--- src/cpsw_defines.svh ---
// Bit positions, reset values and address constants of the status word.
`ifndef CPSW_DEFINES_SVH
`define CPSW_DEFINES_SVH
`define CPSW_ILM_MSB 15
`define CPSW_ILM_LSB 13
`define CPSW_RP_MSB 12
`define CPSW_RP_LSB 8
`define CPSW_CCR_RSV 7
`define CPSW_BIT_I 6
`define CPSW_BIT_S 5
`define CPSW_BIT_T 4
`define CPSW_BIT_N 3
`define CPSW_BIT_Z 2
`define CPSW_BIT_V 1
`define CPSW_BIT_C 0
`define CPSW_ILM_RST 3'h0
`define CPSW_RP_RST 5'h00
`define CPSW_I_RST 1'b0
`define CPSW_S_RST 1'b1
`define CPSW_FLAG_RST 5'h00
`define CPSW_SP_RST 16'h0000
`define CPSW_BANK_RST 8'h00
`define CPSW_GPR_BASE 24'h000180
`define CPSW_GPR_LAST 24'h00037f
`define CPSW_GPR_SHIFT 4
`define CPSW_SP_STEP 16'h0002
`endif

--- src/cpsw_pkg.sv ---
// Types shared by the status word block and its stack sequencer.
package cpsw_pkg;
  typedef enum logic [8:0] {
    WR_NONE = 9'h001,
    WR_PS = 9'h002,
    WR_ILM = 9'h004,
    WR_RP = 9'h008,
    WR_CCR = 9'h010,
    WR_USP = 9'h020,
    WR_SSP = 9'h040,
    WR_USB = 9'h080,
    WR_SSB = 9'h100
  } cpsw_wsel_e;

  typedef struct packed {
    cpsw_wsel_e sel;
    logic [15:0] data;
  } cpsw_wr_s;

  typedef enum logic [4:0] {
    OP_NONE = 5'h01,
    OP_ADD = 5'h02,
    OP_SUB = 5'h04,
    OP_SHR = 5'h08,
    OP_LOGIC = 5'h10
  } cpsw_op_e;

  typedef struct packed {
    cpsw_op_e kind;
    logic byte_op;
    logic arith;
    logic [15:0] a;
    logic [15:0] b;
  } cpsw_alu_s;

  typedef struct packed {
    logic [15:0] result;
    logic t;
    logic n;
    logic z;
    logic v;
    logic c;
    logic upd_t;
    logic upd_v;
    logic upd_c;
  } cpsw_flag_s;

  typedef enum logic [2:0] {
    SEQ_IDLE = 3'h1,
    SEQ_FIRST = 3'h2,
    SEQ_SECOND = 3'h4
  } cpsw_seq_e;
endpackage

--- src/cpsw_stack_seq.sv ---
// Stack access sequencer: one word access, or two byte accesses if odd.
`timescale 1ns/1ps
`default_nettype none
`include "cpsw_defines.svh"
module cpsw_stack_seq
  import cpsw_pkg::*;
(
  input wire logic clk_i,
  input wire logic rst_n_i,
  input wire logic ce_i,
  input wire logic start_i,
  input wire logic push_i,
  input wire logic [15:0] sp_i,
  input wire logic [7:0] bank_i,
  input wire logic [15:0] wdata_i,
  input wire logic mem_ack_i,
  input wire logic [15:0] mem_rdata_i,
  output logic mem_req_o,
  output logic mem_we_o,
  output logic mem_byte_o,
  output logic [23:0] mem_addr_o,
  output logic [15:0] mem_wdata_o,
  output logic busy_o,
  output logic done_o,
  output logic [15:0] rdata_o,
  output logic [15:0] sp_o
);
  cpsw_seq_e state_q;
  logic [23:0] addr_q;
  logic [15:0] wdata_q, rdata_q, sp_q;
  logic odd_q, we_q, done_q;
  logic [15:0] acc_sp;

  // A push pre-decrements; a pop reads at the pointer itself.
  assign acc_sp = push_i ? sp_i - `CPSW_SP_STEP : sp_i;

  // Sequencer; an odd pointer costs a second byte access.
  always_ff @(posedge clk_i or negedge rst_n_i) begin
    if (!rst_n_i) begin
      state_q <= SEQ_IDLE;
      addr_q <= 24'h000000;
      wdata_q <= 16'h0000;
      rdata_q <= 16'h0000;
      sp_q <= 16'h0000;
      odd_q <= 1'b0;
      we_q <= 1'b0;
      done_q <= 1'b0;
    end else if (ce_i) begin
      done_q <= 1'b0;
      case (state_q)
        SEQ_IDLE: begin
          if (start_i) begin
            state_q <= SEQ_FIRST;
            addr_q <= {bank_i, acc_sp};
            odd_q <= acc_sp[0];
            we_q <= push_i;
            wdata_q <= wdata_i;
            sp_q <= push_i ? acc_sp : sp_i + `CPSW_SP_STEP;
          end
        end
        SEQ_FIRST: begin
          if (mem_ack_i) begin
            if (odd_q) begin
              rdata_q[7:0] <= mem_rdata_i[7:0];
              addr_q[15:0] <= addr_q[15:0] + 16'h0001;
              wdata_q <= {8'h00, wdata_q[15:8]};
              state_q <= SEQ_SECOND;
            end else begin
              rdata_q <= mem_rdata_i;
              state_q <= SEQ_IDLE;
              done_q <= 1'b1;
            end
          end
        end
        SEQ_SECOND: begin
          if (mem_ack_i) begin
            rdata_q[15:8] <= mem_rdata_i[7:0];
            state_q <= SEQ_IDLE;
            done_q <= 1'b1;
          end
        end
        default: state_q <= SEQ_IDLE;
      endcase
    end
  end

  // The done cycle counts as busy so the pointer write-back lands first.
  assign mem_req_o = (state_q != SEQ_IDLE);
  assign busy_o = mem_req_o || done_q;
  assign mem_we_o = we_q;
  assign mem_byte_o = odd_q;
  assign mem_addr_o = addr_q;
  assign mem_wdata_o = wdata_q;
  assign done_o = done_q;
  assign rdata_o = rdata_q;
  assign sp_o = sp_q;
endmodule
`default_nettype wire

--- src/cpsw_status_word.sv ---
// Processor status word with flag unit, interrupt gate and stack select.
`timescale 1ns/1ps
`default_nettype none
`include "cpsw_defines.svh"
// Operation
// - Status word: mask in bits 15-13, bank pointer 12-8, flags in low byte.
// - Interrupt enable 1 admits hardware requests, 0 refuses; reset clears.
// - Stack select 0 uses user stack pointer, 1 the system one.
// - Reset and every accepted interrupt force stack select to 1.
// - Program counter pushed on interrupt or call, popped on return.
// - Odd stack pointer splits each word access into two byte accesses.
// - Right shift sets sticky if any bit past carry was 1.
// - Negative flag takes the result's top bit.
// - Zero flag set exactly when all result bits are zero.
// - Overflow flag set on signed overflow, else cleared.
// - Carry flag set on carry out or borrow, else cleared.
// - Bank pointer is five bits, banks 00H to 1FH.
// - Selected bank start lies within 000180H to 00037FH.
// - Bank start equals 000180H plus pointer times 10H.
// - Byte write to bank pointer keeps its low five bits.
// - Reset clears the bank pointer to 00H.
// - Accept request only if enabled and its level below the mask.
// - Accepting loads the mask with the accepted request's level.
// - Reset clears the mask to zero, blocking every maskable request.
// - Byte write to the mask keeps its low three bits.
// - Stack address top byte from user bank or system bank by select.
module cpsw_status_word
  import cpsw_pkg::*;
(
  input wire logic REF_CLK_I,
  input wire logic RST_N_I,
  input wire logic CE_I,
  input wire cpsw_wr_s WR_I,
  input wire cpsw_alu_s ALU_I,
  input wire logic HW_REQ_I,
  input wire logic [2:0] REQ_LEVEL_I,
  input wire logic SW_INT_I,
  input wire logic CALL_I,
  input wire logic RET_I,
  input wire logic [15:0] PC_I,
  input wire logic STK_ACK_I,
  input wire logic [15:0] STK_RDATA_I,
  output logic [15:0] RESULT_O,
  output logic INT_ACK_O,
  output logic BUSY_O,
  output logic RET_VALID_O,
  output logic [15:0] RET_PC_O,
  output logic [15:0] PS_O,
  output logic [23:0] ACTIVE_SP_O,
  output logic [23:0] BANK_BASE_O,
  output logic STK_REQ_O,
  output logic STK_WE_O,
  output logic STK_BYTE_O,
  output logic [23:0] STK_ADDR_O,
  output logic [15:0] STK_WDATA_O
);
  logic [2:0] ilm_q;
  logic [4:0] rp_q;
  logic i_q, s_q, t_q, n_q, z_q, v_q, c_q;
  logic [15:0] usp_q, ssp_q, result_q, ret_pc_q;
  logic [7:0] usb_q, ssb_q;
  logic int_ack_q, ret_valid_q, use_sys_q, pop_q;
  logic seq_busy, seq_done;
  logic [15:0] seq_sp, seq_rdata;
  logic hw_take, sw_take, call_take, ret_take, start, use_sys;
  logic ccr_wr;
  logic [7:0] ccr_data;
  cpsw_flag_s flg;

  // Evaluates one operation and the flags it produces. Byte operands sit
  // in the upper byte so the 16-bit adder yields byte carry and overflow.
  function automatic cpsw_flag_s alu_eval(input cpsw_alu_s op);
    logic [15:0] x, y, top;
    logic [16:0] w;
    logic [31:0] sh;
    cpsw_flag_s f;
    x = op.byte_op ? {op.a[7:0], 8'h00} : op.a;
    y = op.byte_op ? {op.b[7:0], 8'h00} : op.b;
    f = '0;
    w = (op.kind == OP_SUB) ? {1'b0, x} - {1'b0, y} : {1'b0, x} + {1'b0, y};
    if (op.arith) begin
      sh = $signed({x, 16'h0000}) >>> op.b[3:0];
    end else begin
      sh = {x, 16'h0000} >> op.b[3:0];
    end
    case (op.kind)
      OP_ADD, OP_SUB: begin
        top = w[15:0];
        f.c = w[16];
        if (op.kind == OP_SUB) begin
          f.v = (x[15] != y[15]) && (top[15] != x[15]);
        end else begin
          f.v = (x[15] == y[15]) && (top[15] != x[15]);
        end
        f.upd_v = 1'b1;
        f.upd_c = 1'b1;
      end
      OP_SHR: begin
        top = op.byte_op ? {sh[31:24], 8'h00} : sh[31:16];
        f.c = op.byte_op ? sh[23] : sh[15];
        f.t = op.byte_op ? |sh[22:0] : |sh[14:0];
        f.upd_t = 1'b1;
        f.upd_c = 1'b1;
      end
      OP_LOGIC: begin
        top = x;
        f.v = 1'b0;
        f.upd_v = 1'b1;
      end
      default: top = 16'h0000;
    endcase
    f.n = top[15];
    f.z = (top == 16'h0000);
    f.result = op.byte_op ? {8'h00, top[15:8]} : top;
    return f;
  endfunction

  assign flg = alu_eval(ALU_I);
  assign ccr_wr = (WR_I.sel == WR_CCR) || (WR_I.sel == WR_PS);
  assign ccr_data = WR_I.data[7:0];

  // Arbitration; stack work is one at a time, so requests wait while busy.
  // A hardware request is a level that the source holds until acknowledged.
  always_comb begin
    hw_take = CE_I && !seq_busy && HW_REQ_I && i_q
      && (REQ_LEVEL_I < ilm_q);
    sw_take = CE_I && !seq_busy && !hw_take && SW_INT_I;
    call_take = CE_I && !seq_busy && !hw_take && !sw_take && CALL_I;
    ret_take = CE_I && !seq_busy && !hw_take && !sw_take && !call_take
      && RET_I;
    start = hw_take || sw_take || call_take || ret_take;
    use_sys = hw_take || sw_take || s_q;
  end

  cpsw_stack_seq u_seq (
    .clk_i(REF_CLK_I),
    .rst_n_i(RST_N_I),
    .ce_i(CE_I),
    .start_i(start),
    .push_i(!ret_take),
    .sp_i(use_sys ? ssp_q : usp_q),
    .bank_i(use_sys ? ssb_q : usb_q),
    .wdata_i(PC_I),
    .mem_ack_i(STK_ACK_I),
    .mem_rdata_i(STK_RDATA_I),
    .mem_req_o(STK_REQ_O),
    .mem_we_o(STK_WE_O),
    .mem_byte_o(STK_BYTE_O),
    .mem_addr_o(STK_ADDR_O),
    .mem_wdata_o(STK_WDATA_O),
    .busy_o(seq_busy),
    .done_o(seq_done),
    .rdata_o(seq_rdata),
    .sp_o(seq_sp)
  );

  // Interrupt level mask; acceptance outranks a software write.
  always_ff @(posedge REF_CLK_I or negedge RST_N_I) begin
    if (!RST_N_I) begin
      ilm_q <= `CPSW_ILM_RST;
    end else if (CE_I) begin
      if (hw_take) begin
        ilm_q <= REQ_LEVEL_I;
      end else if (WR_I.sel == WR_ILM) begin
        ilm_q <= WR_I.data[2:0];
      end else if (WR_I.sel == WR_PS) begin
        ilm_q <= WR_I.data[`CPSW_ILM_MSB:`CPSW_ILM_LSB];
      end
    end
  end

  // Register bank pointer, five bits wide.
  always_ff @(posedge REF_CLK_I or negedge RST_N_I) begin
    if (!RST_N_I) begin
      rp_q <= `CPSW_RP_RST;
    end else if (CE_I) begin
      if (WR_I.sel == WR_RP) begin
        rp_q <= WR_I.data[4:0];
      end else if (WR_I.sel == WR_PS) begin
        rp_q <= WR_I.data[`CPSW_RP_MSB:`CPSW_RP_LSB];
      end
    end
  end

  // Enable and stack select; an accepted interrupt wins over a write so
  // the handler can never start on the user stack.
  always_ff @(posedge REF_CLK_I or negedge RST_N_I) begin
    if (!RST_N_I) begin
      i_q <= `CPSW_I_RST;
      s_q <= `CPSW_S_RST;
    end else if (CE_I) begin
      if (ccr_wr) begin
        i_q <= ccr_data[`CPSW_BIT_I];
      end
      if (hw_take || sw_take) begin
        s_q <= 1'b1;
      end else if (ccr_wr) begin
        s_q <= ccr_data[`CPSW_BIT_S];
      end
    end
  end

  // Result flags. They are cleared at reset only for clean simulation;
  // software must treat them as unknown until first updated.
  always_ff @(posedge REF_CLK_I or negedge RST_N_I) begin
    if (!RST_N_I) begin
      {t_q, n_q, z_q, v_q, c_q} <= `CPSW_FLAG_RST;
      result_q <= 16'h0000;
    end else if (CE_I) begin
      if (ALU_I.kind != OP_NONE) begin
        result_q <= flg.result;
        n_q <= flg.n;
        z_q <= flg.z;
        if (flg.upd_t) t_q <= flg.t;
        if (flg.upd_v) v_q <= flg.v;
        if (flg.upd_c) c_q <= flg.c;
      end else if (ccr_wr) begin
        t_q <= ccr_data[`CPSW_BIT_T];
        n_q <= ccr_data[`CPSW_BIT_N];
        z_q <= ccr_data[`CPSW_BIT_Z];
        v_q <= ccr_data[`CPSW_BIT_V];
        c_q <= ccr_data[`CPSW_BIT_C];
      end
    end
  end

  // Stack pointers and banks; a finished sequence writes the pointer it
  // used, and that write-back beats a software write in the same cycle.
  always_ff @(posedge REF_CLK_I or negedge RST_N_I) begin
    if (!RST_N_I) begin
      usp_q <= `CPSW_SP_RST;
      ssp_q <= `CPSW_SP_RST;
      usb_q <= `CPSW_BANK_RST;
      ssb_q <= `CPSW_BANK_RST;
    end else if (CE_I) begin
      if (seq_done && !use_sys_q) begin
        usp_q <= seq_sp;
      end else if (WR_I.sel == WR_USP) begin
        usp_q <= WR_I.data;
      end
      if (seq_done && use_sys_q) begin
        ssp_q <= seq_sp;
      end else if (WR_I.sel == WR_SSP) begin
        ssp_q <= WR_I.data;
      end
      if (WR_I.sel == WR_USB) usb_q <= WR_I.data[7:0];
      if (WR_I.sel == WR_SSB) ssb_q <= WR_I.data[7:0];
    end
  end

  // Sequence bookkeeping, acknowledge pulse and returned address.
  always_ff @(posedge REF_CLK_I or negedge RST_N_I) begin
    if (!RST_N_I) begin
      use_sys_q <= 1'b0;
      pop_q <= 1'b0;
      int_ack_q <= 1'b0;
      ret_valid_q <= 1'b0;
      ret_pc_q <= 16'h0000;
    end else if (CE_I) begin
      if (start) begin
        use_sys_q <= use_sys;
        pop_q <= ret_take;
      end
      int_ack_q <= hw_take;
      ret_valid_q <= seq_done && pop_q;
      if (seq_done && pop_q) ret_pc_q <= seq_rdata;
    end
  end

  // Status word assembly; bit 7 is reserved and reads zero.
  always_comb begin
    PS_O = 16'h0000;
    PS_O[`CPSW_ILM_MSB:`CPSW_ILM_LSB] = ilm_q;
    PS_O[`CPSW_RP_MSB:`CPSW_RP_LSB] = rp_q;
    PS_O[`CPSW_BIT_I] = i_q;
    PS_O[`CPSW_BIT_S] = s_q;
    PS_O[`CPSW_BIT_T] = t_q;
    PS_O[`CPSW_BIT_N] = n_q;
    PS_O[`CPSW_BIT_Z] = z_q;
    PS_O[`CPSW_BIT_V] = v_q;
    PS_O[`CPSW_BIT_C] = c_q;
  end

  // Active stack address and the bank start of the register file.
  assign ACTIVE_SP_O = s_q ? {ssb_q, ssp_q} : {usb_q, usp_q};
  assign BANK_BASE_O = `CPSW_GPR_BASE
    + {15'h0000, rp_q, 4'h0};
  assign RESULT_O = result_q;
  assign INT_ACK_O = int_ack_q;
  assign BUSY_O = seq_busy;
  assign RET_VALID_O = ret_valid_q;
  assign RET_PC_O = ret_pc_q;
endmodule
`default_nettype wire

--- config.mk ---
export PLATFORM = sky130hd
export DESIGN_NAME = cpsw_status_word
export DESIGN_NICKNAME = d
export VERILOG_FILES = /design/src/cpsw_pkg.sv /design/src/cpsw_stack_seq.sv /design/src/cpsw_status_word.sv
export VERILOG_INCLUDE_DIRS = /design/src
export SDC_FILE = /design/constraint.sdc
export NUM_CORES = 1
export LEC_CHECK = 0
export BUFFER_PORTS_ARGS = -buffer_cell sky130_fd_sc_hd__buf_2
export CORE_AREA = 2 2 165 167
export CTS_BUF_LIST = sky130_fd_sc_hd__clkbuf_4 sky130_fd_sc_hd__clkbuf_8 sky130_fd_sc_hd__clkbuf_16
export CTS_CLUSTER_DIAMETER = 60
export DETAILED_ROUTE_END_ITERATION = 12
export DIE_AREA = 0 0 167 169
export PLACE_DENSITY = 0.76
export SKIP_LAST_GASP = 1
export SYNTH_ARGS = -nofsm -noshare
export SYNTH_HDL_FRONTEND = slang
export SYNTH_SLANG_ARGS = --single-unit
--- constraint.sdc ---
create_clock -name REF_CLK_I -period 3.6 [get_ports REF_CLK_I]
set_clock_uncertainty 0.15 [all_clocks]
set_input_delay 0.36 -clock REF_CLK_I [delete_from_list [all_inputs] [get_ports REF_CLK_I]]
set_output_delay 0.36 -clock REF_CLK_I [all_outputs]
set_load 0.05 [all_outputs]
After elaboration in Yosys (flattened, before gate mapping):

Cells that the tools add are included.

* $add $sub $neg: 6
* multiply operators: 0
* divide/modulo/power cells: 0
* $lt $le $gt $ge: 1
* equality and inequality tests: 28
* shift operators: 2
* mux-type cells: 66
* bitwise gates (word level): 0
* reductions and logical operators: 61

Operators by type and width (count)
* $mux W16: 17
* $pmux W16 S2: 2
* $pmux W16 S3: 1
* $mux W32: 1
* $mux W8: 4
* $shr A32 B4 Y32: 1
* $sshr A32 B4 Y32: 1
* $mux W1: 26
* $mux W24: 1
* $reduce_and A2 Y1: 12
* $reduce_or A23 Y1: 1
* $mux W3: 7
* $add A16 B16 Y17: 1
* $mux W17: 1
* $sub A16 B16 Y17: 1
* $add A16 B1 Y16 const B: 1
* $add A16 B2 Y16 const B: 1
* $logic_not A16 Y1: 1
* $pmux W8 S2: 1
* $sub A16 B2 Y16 const B: 1
* $logic_and A1 B1 Y1: 15
* $reduce_and A3 Y1: 5
* $reduce_or A15 Y1: 1
* $ne A2 B2 Y1 const B: 7
* 33 further kinds: 54

* register bits: 177
* latch bits: 0
* RAM bits: 0
* bits in read-only memories: 0
* input port bits: 107
* logic and storage cells: 193
* memories: 0

Depth between registers and ports, before layout:

* depth after elaboration: 19
* mapped depth: 20

By module:

Synthesis repeated with hierarchy kept, for this count alone.

* cells, all modules: 1451
* area, all modules: 12918.6 um2

Modules (own cells, without submodules)
* cpsw_status_word: times used 1, cells each 973, area each 8573.2 um2
* cpsw_stack_seq: times used 1, cells each 478, area each 4345.4 um2

Worst setup path before layout:

OpenSTA, ideal clock, no wires.

* path kind: input-to-reg
* start: input port ALU_I[33] (netlist name)
* end: register z_q
* setup time: 0.104 ns
* arrival time: 3.953 ns
* path slack: -0.607 ns
* cell stages on the path: 17
* cells stage by stage: buf_6 buf_2 clkinv_1 buf_1 nand2_1 ha_1 nand2b_1 and2_1 a311o_1 ha_1 a21oi_1 o21ai_0 or3_1 o211a_1 o2111a_1 a311o_1 o41ai_2

* cells in the longest elaborated chain, start to end: 7

RTL lines
* start, declared: line cpsw_status_word.sv:34 `input wire cpsw_alu_s ALU_I,`
* branches (longest 4 deep; another with $add A16 B16 Y17)
* $pmux W16 S3 (*): line cpsw_status_word.sv:86 `case (op.kind)`
* $logic_not A16 Y1 (*): line cpsw_status_word.sv:113 `f.z = (top == 16'h0000);`
* $mux W1 (*): line cpsw_status_word.sv:210 `if (ALU_I.kind != OP_NONE) begin`
* end signal, assigned: line cpsw_status_word.sv:207 `` {t_q, n_q, z_q, v_q, c_q} <= `CPSW_FLAG_RST; ``
* end signal, assigned: line cpsw_status_word.sv:213 `z_q <= flg.z;`
* end signal, assigned: line cpsw_status_word.sv:220 `` z_q <= ccr_data[`CPSW_BIT_Z]; ``
* end, declared: line cpsw_status_word.sv:59 `logic i_q, s_q, t_q, n_q, z_q, v_q, c_q;`

Every way passes the cells marked *.
A chain may end at the register's enable or synchronous reset.

Worst setup path after layout:

* start: input port ALU_I[1] (netlist name)
* end: register z_q

* cells in the longest elaborated chain, start to end: 6

RTL lines
* $mux W16, or another cell as far along: line cpsw_status_word.sv:78 `y = op.byte_op ? {op.b[7:0], 8'h00} : op.b;`
* $add A16 B16 Y17, or another cell as far along: line cpsw_status_word.sv:80 `w = (op.kind == OP_SUB) ? {1'b0, x} - {1'b0, y} : {1'b0, x} + {1'b0, y};`
* $mux W17 / $mux W8 (equally long branches): line cpsw_status_word.sv:80, cpsw_status_word.sv:99
* $pmux W16 S3 (*): line cpsw_status_word.sv:86
* $logic_not A16 Y1 (*): line cpsw_status_word.sv:113
* $mux W1 (*): line cpsw_status_word.sv:210

Mark *: on every way between the ends. The rest lies on a longest branch, timed or not.

==> summary.txt <==
H-tree depth - 4
Critical path type - in2reg
WP data required - 3780 ps
Gpl congestion - 0.978
Syn Inst Count - 1502
Hold slack - 15.2 ps
First-pass GRT wire length - 67900 um
Synth area leaders - dfrtp_1 (33%), mux2_2 (7.0%), mux2i_1 (5.8%)
Power Dens Cells - 662 nW/um^2
Final Non-Filler Cells - 2132
Filler cells - 2338
CP max stage cell - or4_1
Crit share post-route - 0.962
Yosys cell types - 101
CP startpoint kind - input port
Detailed Routing Iterations Pass 1 - 5
Root buf cell - clkbuf_16
Top_reg_cell synth - dfrtp_1
CP Launch Point - ALU_I[1]
Largest net degree at the start of global routing - 93
Iter 0 DRT Violations - 1153
Sequential share of the synthesized area - 0.336
Via count of the first global-routing pass - 12484
Fin nets - 1907
Reg-to-Reg Start - u_seq.state_q[0]
Via density - 6.10
Synth Cell Area - 13100 um^2
Yosys reg bits - 176
Final WL - 43100 um
# DRC - 0
Antenna violations before repair - 4
Fin. Hold Viols - 0
CTS clk-pin slew, worst paths - 70 ps
Setup-failing EPs final - 0
Crit path top cell by count - nor2_1
Share of cells above drive strength 1 - 0.304
CTS tree - built
Slowest cell delay on critical path - 480 ps
Sum of negative setup slack - 0 ps
Die height - 169 um
Slew HR - 0.333
Hold_sp - PC_I[14]
Ports - 249
Remaining antenna violation count - 0
Post-synth EDFFs - 0
Total track usage - 0.301
Delay-heaviest family, CP - simple AND/OR/NAND/NOR gates
Placed cell count - 2091
Buffers from clock root to sink, at most - 2
HP Class - in2reg
HPWL after DPL - 33000 um
Max-slew violation count - 0
Clock Sinks - 176
Core area - 26500 um^2
Multi-input gate area - 8150 um^2
Worst VDD drop - 0.000724 V
Synth warnings - 0
FF+latch area - 4410 um^2
Syn_area_per_cell - 8.73 um^2
Cell row count - 60
Yosys top cell by area - dfrtp_1
Cts bufs inserted - 17
Top-area cell type share of the netlist area - 0.332
Die area - 28200 um^2
Routed len/inst - 20.2 um
PortBufs - 229
Area grow syn2layout - 21.5%
DR vias - 13012
Grt total ovfl - 0
Crit-path cells - buf_2, or2_2, buf_4, nor2_1, nor2_1, xnor2_1, nand2_1, ha_1, o2111a_1, or4_1, a32oi_1, nand4_1, nor4_1, nand4b_1, o41ai_2
Max-Cap Viols - 0
Critical Path End Type - flip-flop
Die Width - 167 um
Lkg Pwr - 7.43 nW
Top post-synthesis cells by count - nand2_1 (183), dfrtp_1 (174), o21ai_0 (115)
Worst-margin pin slew - 998 ps
Count leader, synth - nand2_1
Setup repair bufs after CTS - 0
Synth async-reset ratio - 1.00
Status - finished, final reports clean
Worst Path Arrival - 3640 ps
Critical Path Fanout Max - 7
CP bufs+invs - 2
Fin crit period - 3460 ps
Max Freq - 289 MHz
Initial core utilization - 0.495
RSZ-0062 raised after global routing - yes
Clk_lat worst skew - 430 ps
## state kept, by name, summed over array words and instances (netlist names), 3 cells and up
signal             flops
u_seq.mem_wdata_o     16
RESULT_O              16
u_seq.state_q          3
ilm_q                  3
u_seq.mem_addr_o      24
rp_q                   5
RET_PC_O              16
u_seq.rdata_o         16
u_seq.sp_o            16
usb_q                  8
ssb_q                  8
ssp_q                 16
usp_q                 16
## per-stage QoR
stage               power, mW  cell area (um^2)  worst slack (ps)   util
floorplan                7.15             13400             -88.9      -
global placement         8.49             15300              -176  0.576
detailed placement       8.62             15300              -311  0.576
CTS                      10.5             15900               140  0.600
global route             11.1             15900             -72.6  0.601
finish                   10.6             15900               136  0.602
## power breakdown
group / internal, mW / switching, mW
Clock: 0.937 / 0.904
Sequential: 2.64 / 0.606
Combinational: 1.77 / 3.69
## routing by layer
layer	vias to the layer above	global-route usage	wire, um
li1	6041	-	-
met1	6275	0.383	17500
met2	590	0.517	21200
met3	106	0.0423	2800
met4	0	0.122	1630
met5	-	0	0
## worst min-delay path, cell delays in order
cell and delay (ps):
buf_2 80, nand3_1 60, nand2_1 70
## timing repair
| item | 4_1_cts | 5_1_grt |
|---|---|---|
| gates resized for setup | 0 | 6 |
| setup endpoints to repair | 0 | 6 |
| hold endpoints to repair | 92 | 0 |
| hold buffers | 5 | 0 |
## cells in the final DEF, fill, tap and decap left out, types with 10 or more instances in the layout
cell type,Yosys,routed
o21a_1,10,10
xnor2_1,22,22
dfrtp_1,174,172
xor2_1,12,12
mux2i_1,76,75
mux2_2,81,81
nor2_1,100,97
o21ai_1,13,14
clkbuf_16,0,17
mux4_2,17,17
nand2b_1,13,12
a31oi_1,21,21
buf_4,32,121
and3_1,17,17
nand4_1,14,14
a21o_1,10,10
inv_1,34,33
a21oi_1,96,95
nand3_1,47,47
ha_1,25,23
nor2b_1,15,14
nand2_1,183,182
nor3_1,33,32
and2_1,17,16
o21ai_0,115,113
conb_1,1,19
a211oi_1,18,17
o31ai_1,11,10
or3_1,16,14
buf_2,17,228
## cell families after synthesis
group           Yosys count  synth area share
compound gates          412             0.203
xor+xnor                 34            0.0227
fa+ha+maj                26            0.0254
buf+inv                 161            0.0605
flops                   176             0.336
mux                     176             0.160
other cells               1          0.000286
simple gates            516             0.193
## worst paths after layout
path / slack (ps) / endpoint / cells after the start
worst min register to register: 330 / u_seq.mem_addr_o[16] / 2
min in group asynchronous: 420 / usp_q[13] / 2
worst max register to register: 160 / u_seq.sp_o[11] / 14
worst min-delay path: 20 / u_seq.mem_wdata_o[14] / 3
max in group asynchronous: 1870 / u_seq.state_q[0] / 3
worst max-delay path: 140 / z_q / 15
## cell type report
cell class / instances / share of cell area
multi-input cells: 1183 / 0.511
flip-flops and latches: 176 / 0.277
repair buffers: 359 / 0.137
well taps: 341 / 0.0268
clock buffers: 17 / 0.0267
clock inverters: 15 / 0.0108
inverters: 37 / 0.00973
diodes: 4 / 0.000628
(Power assumes the default switching activity.)
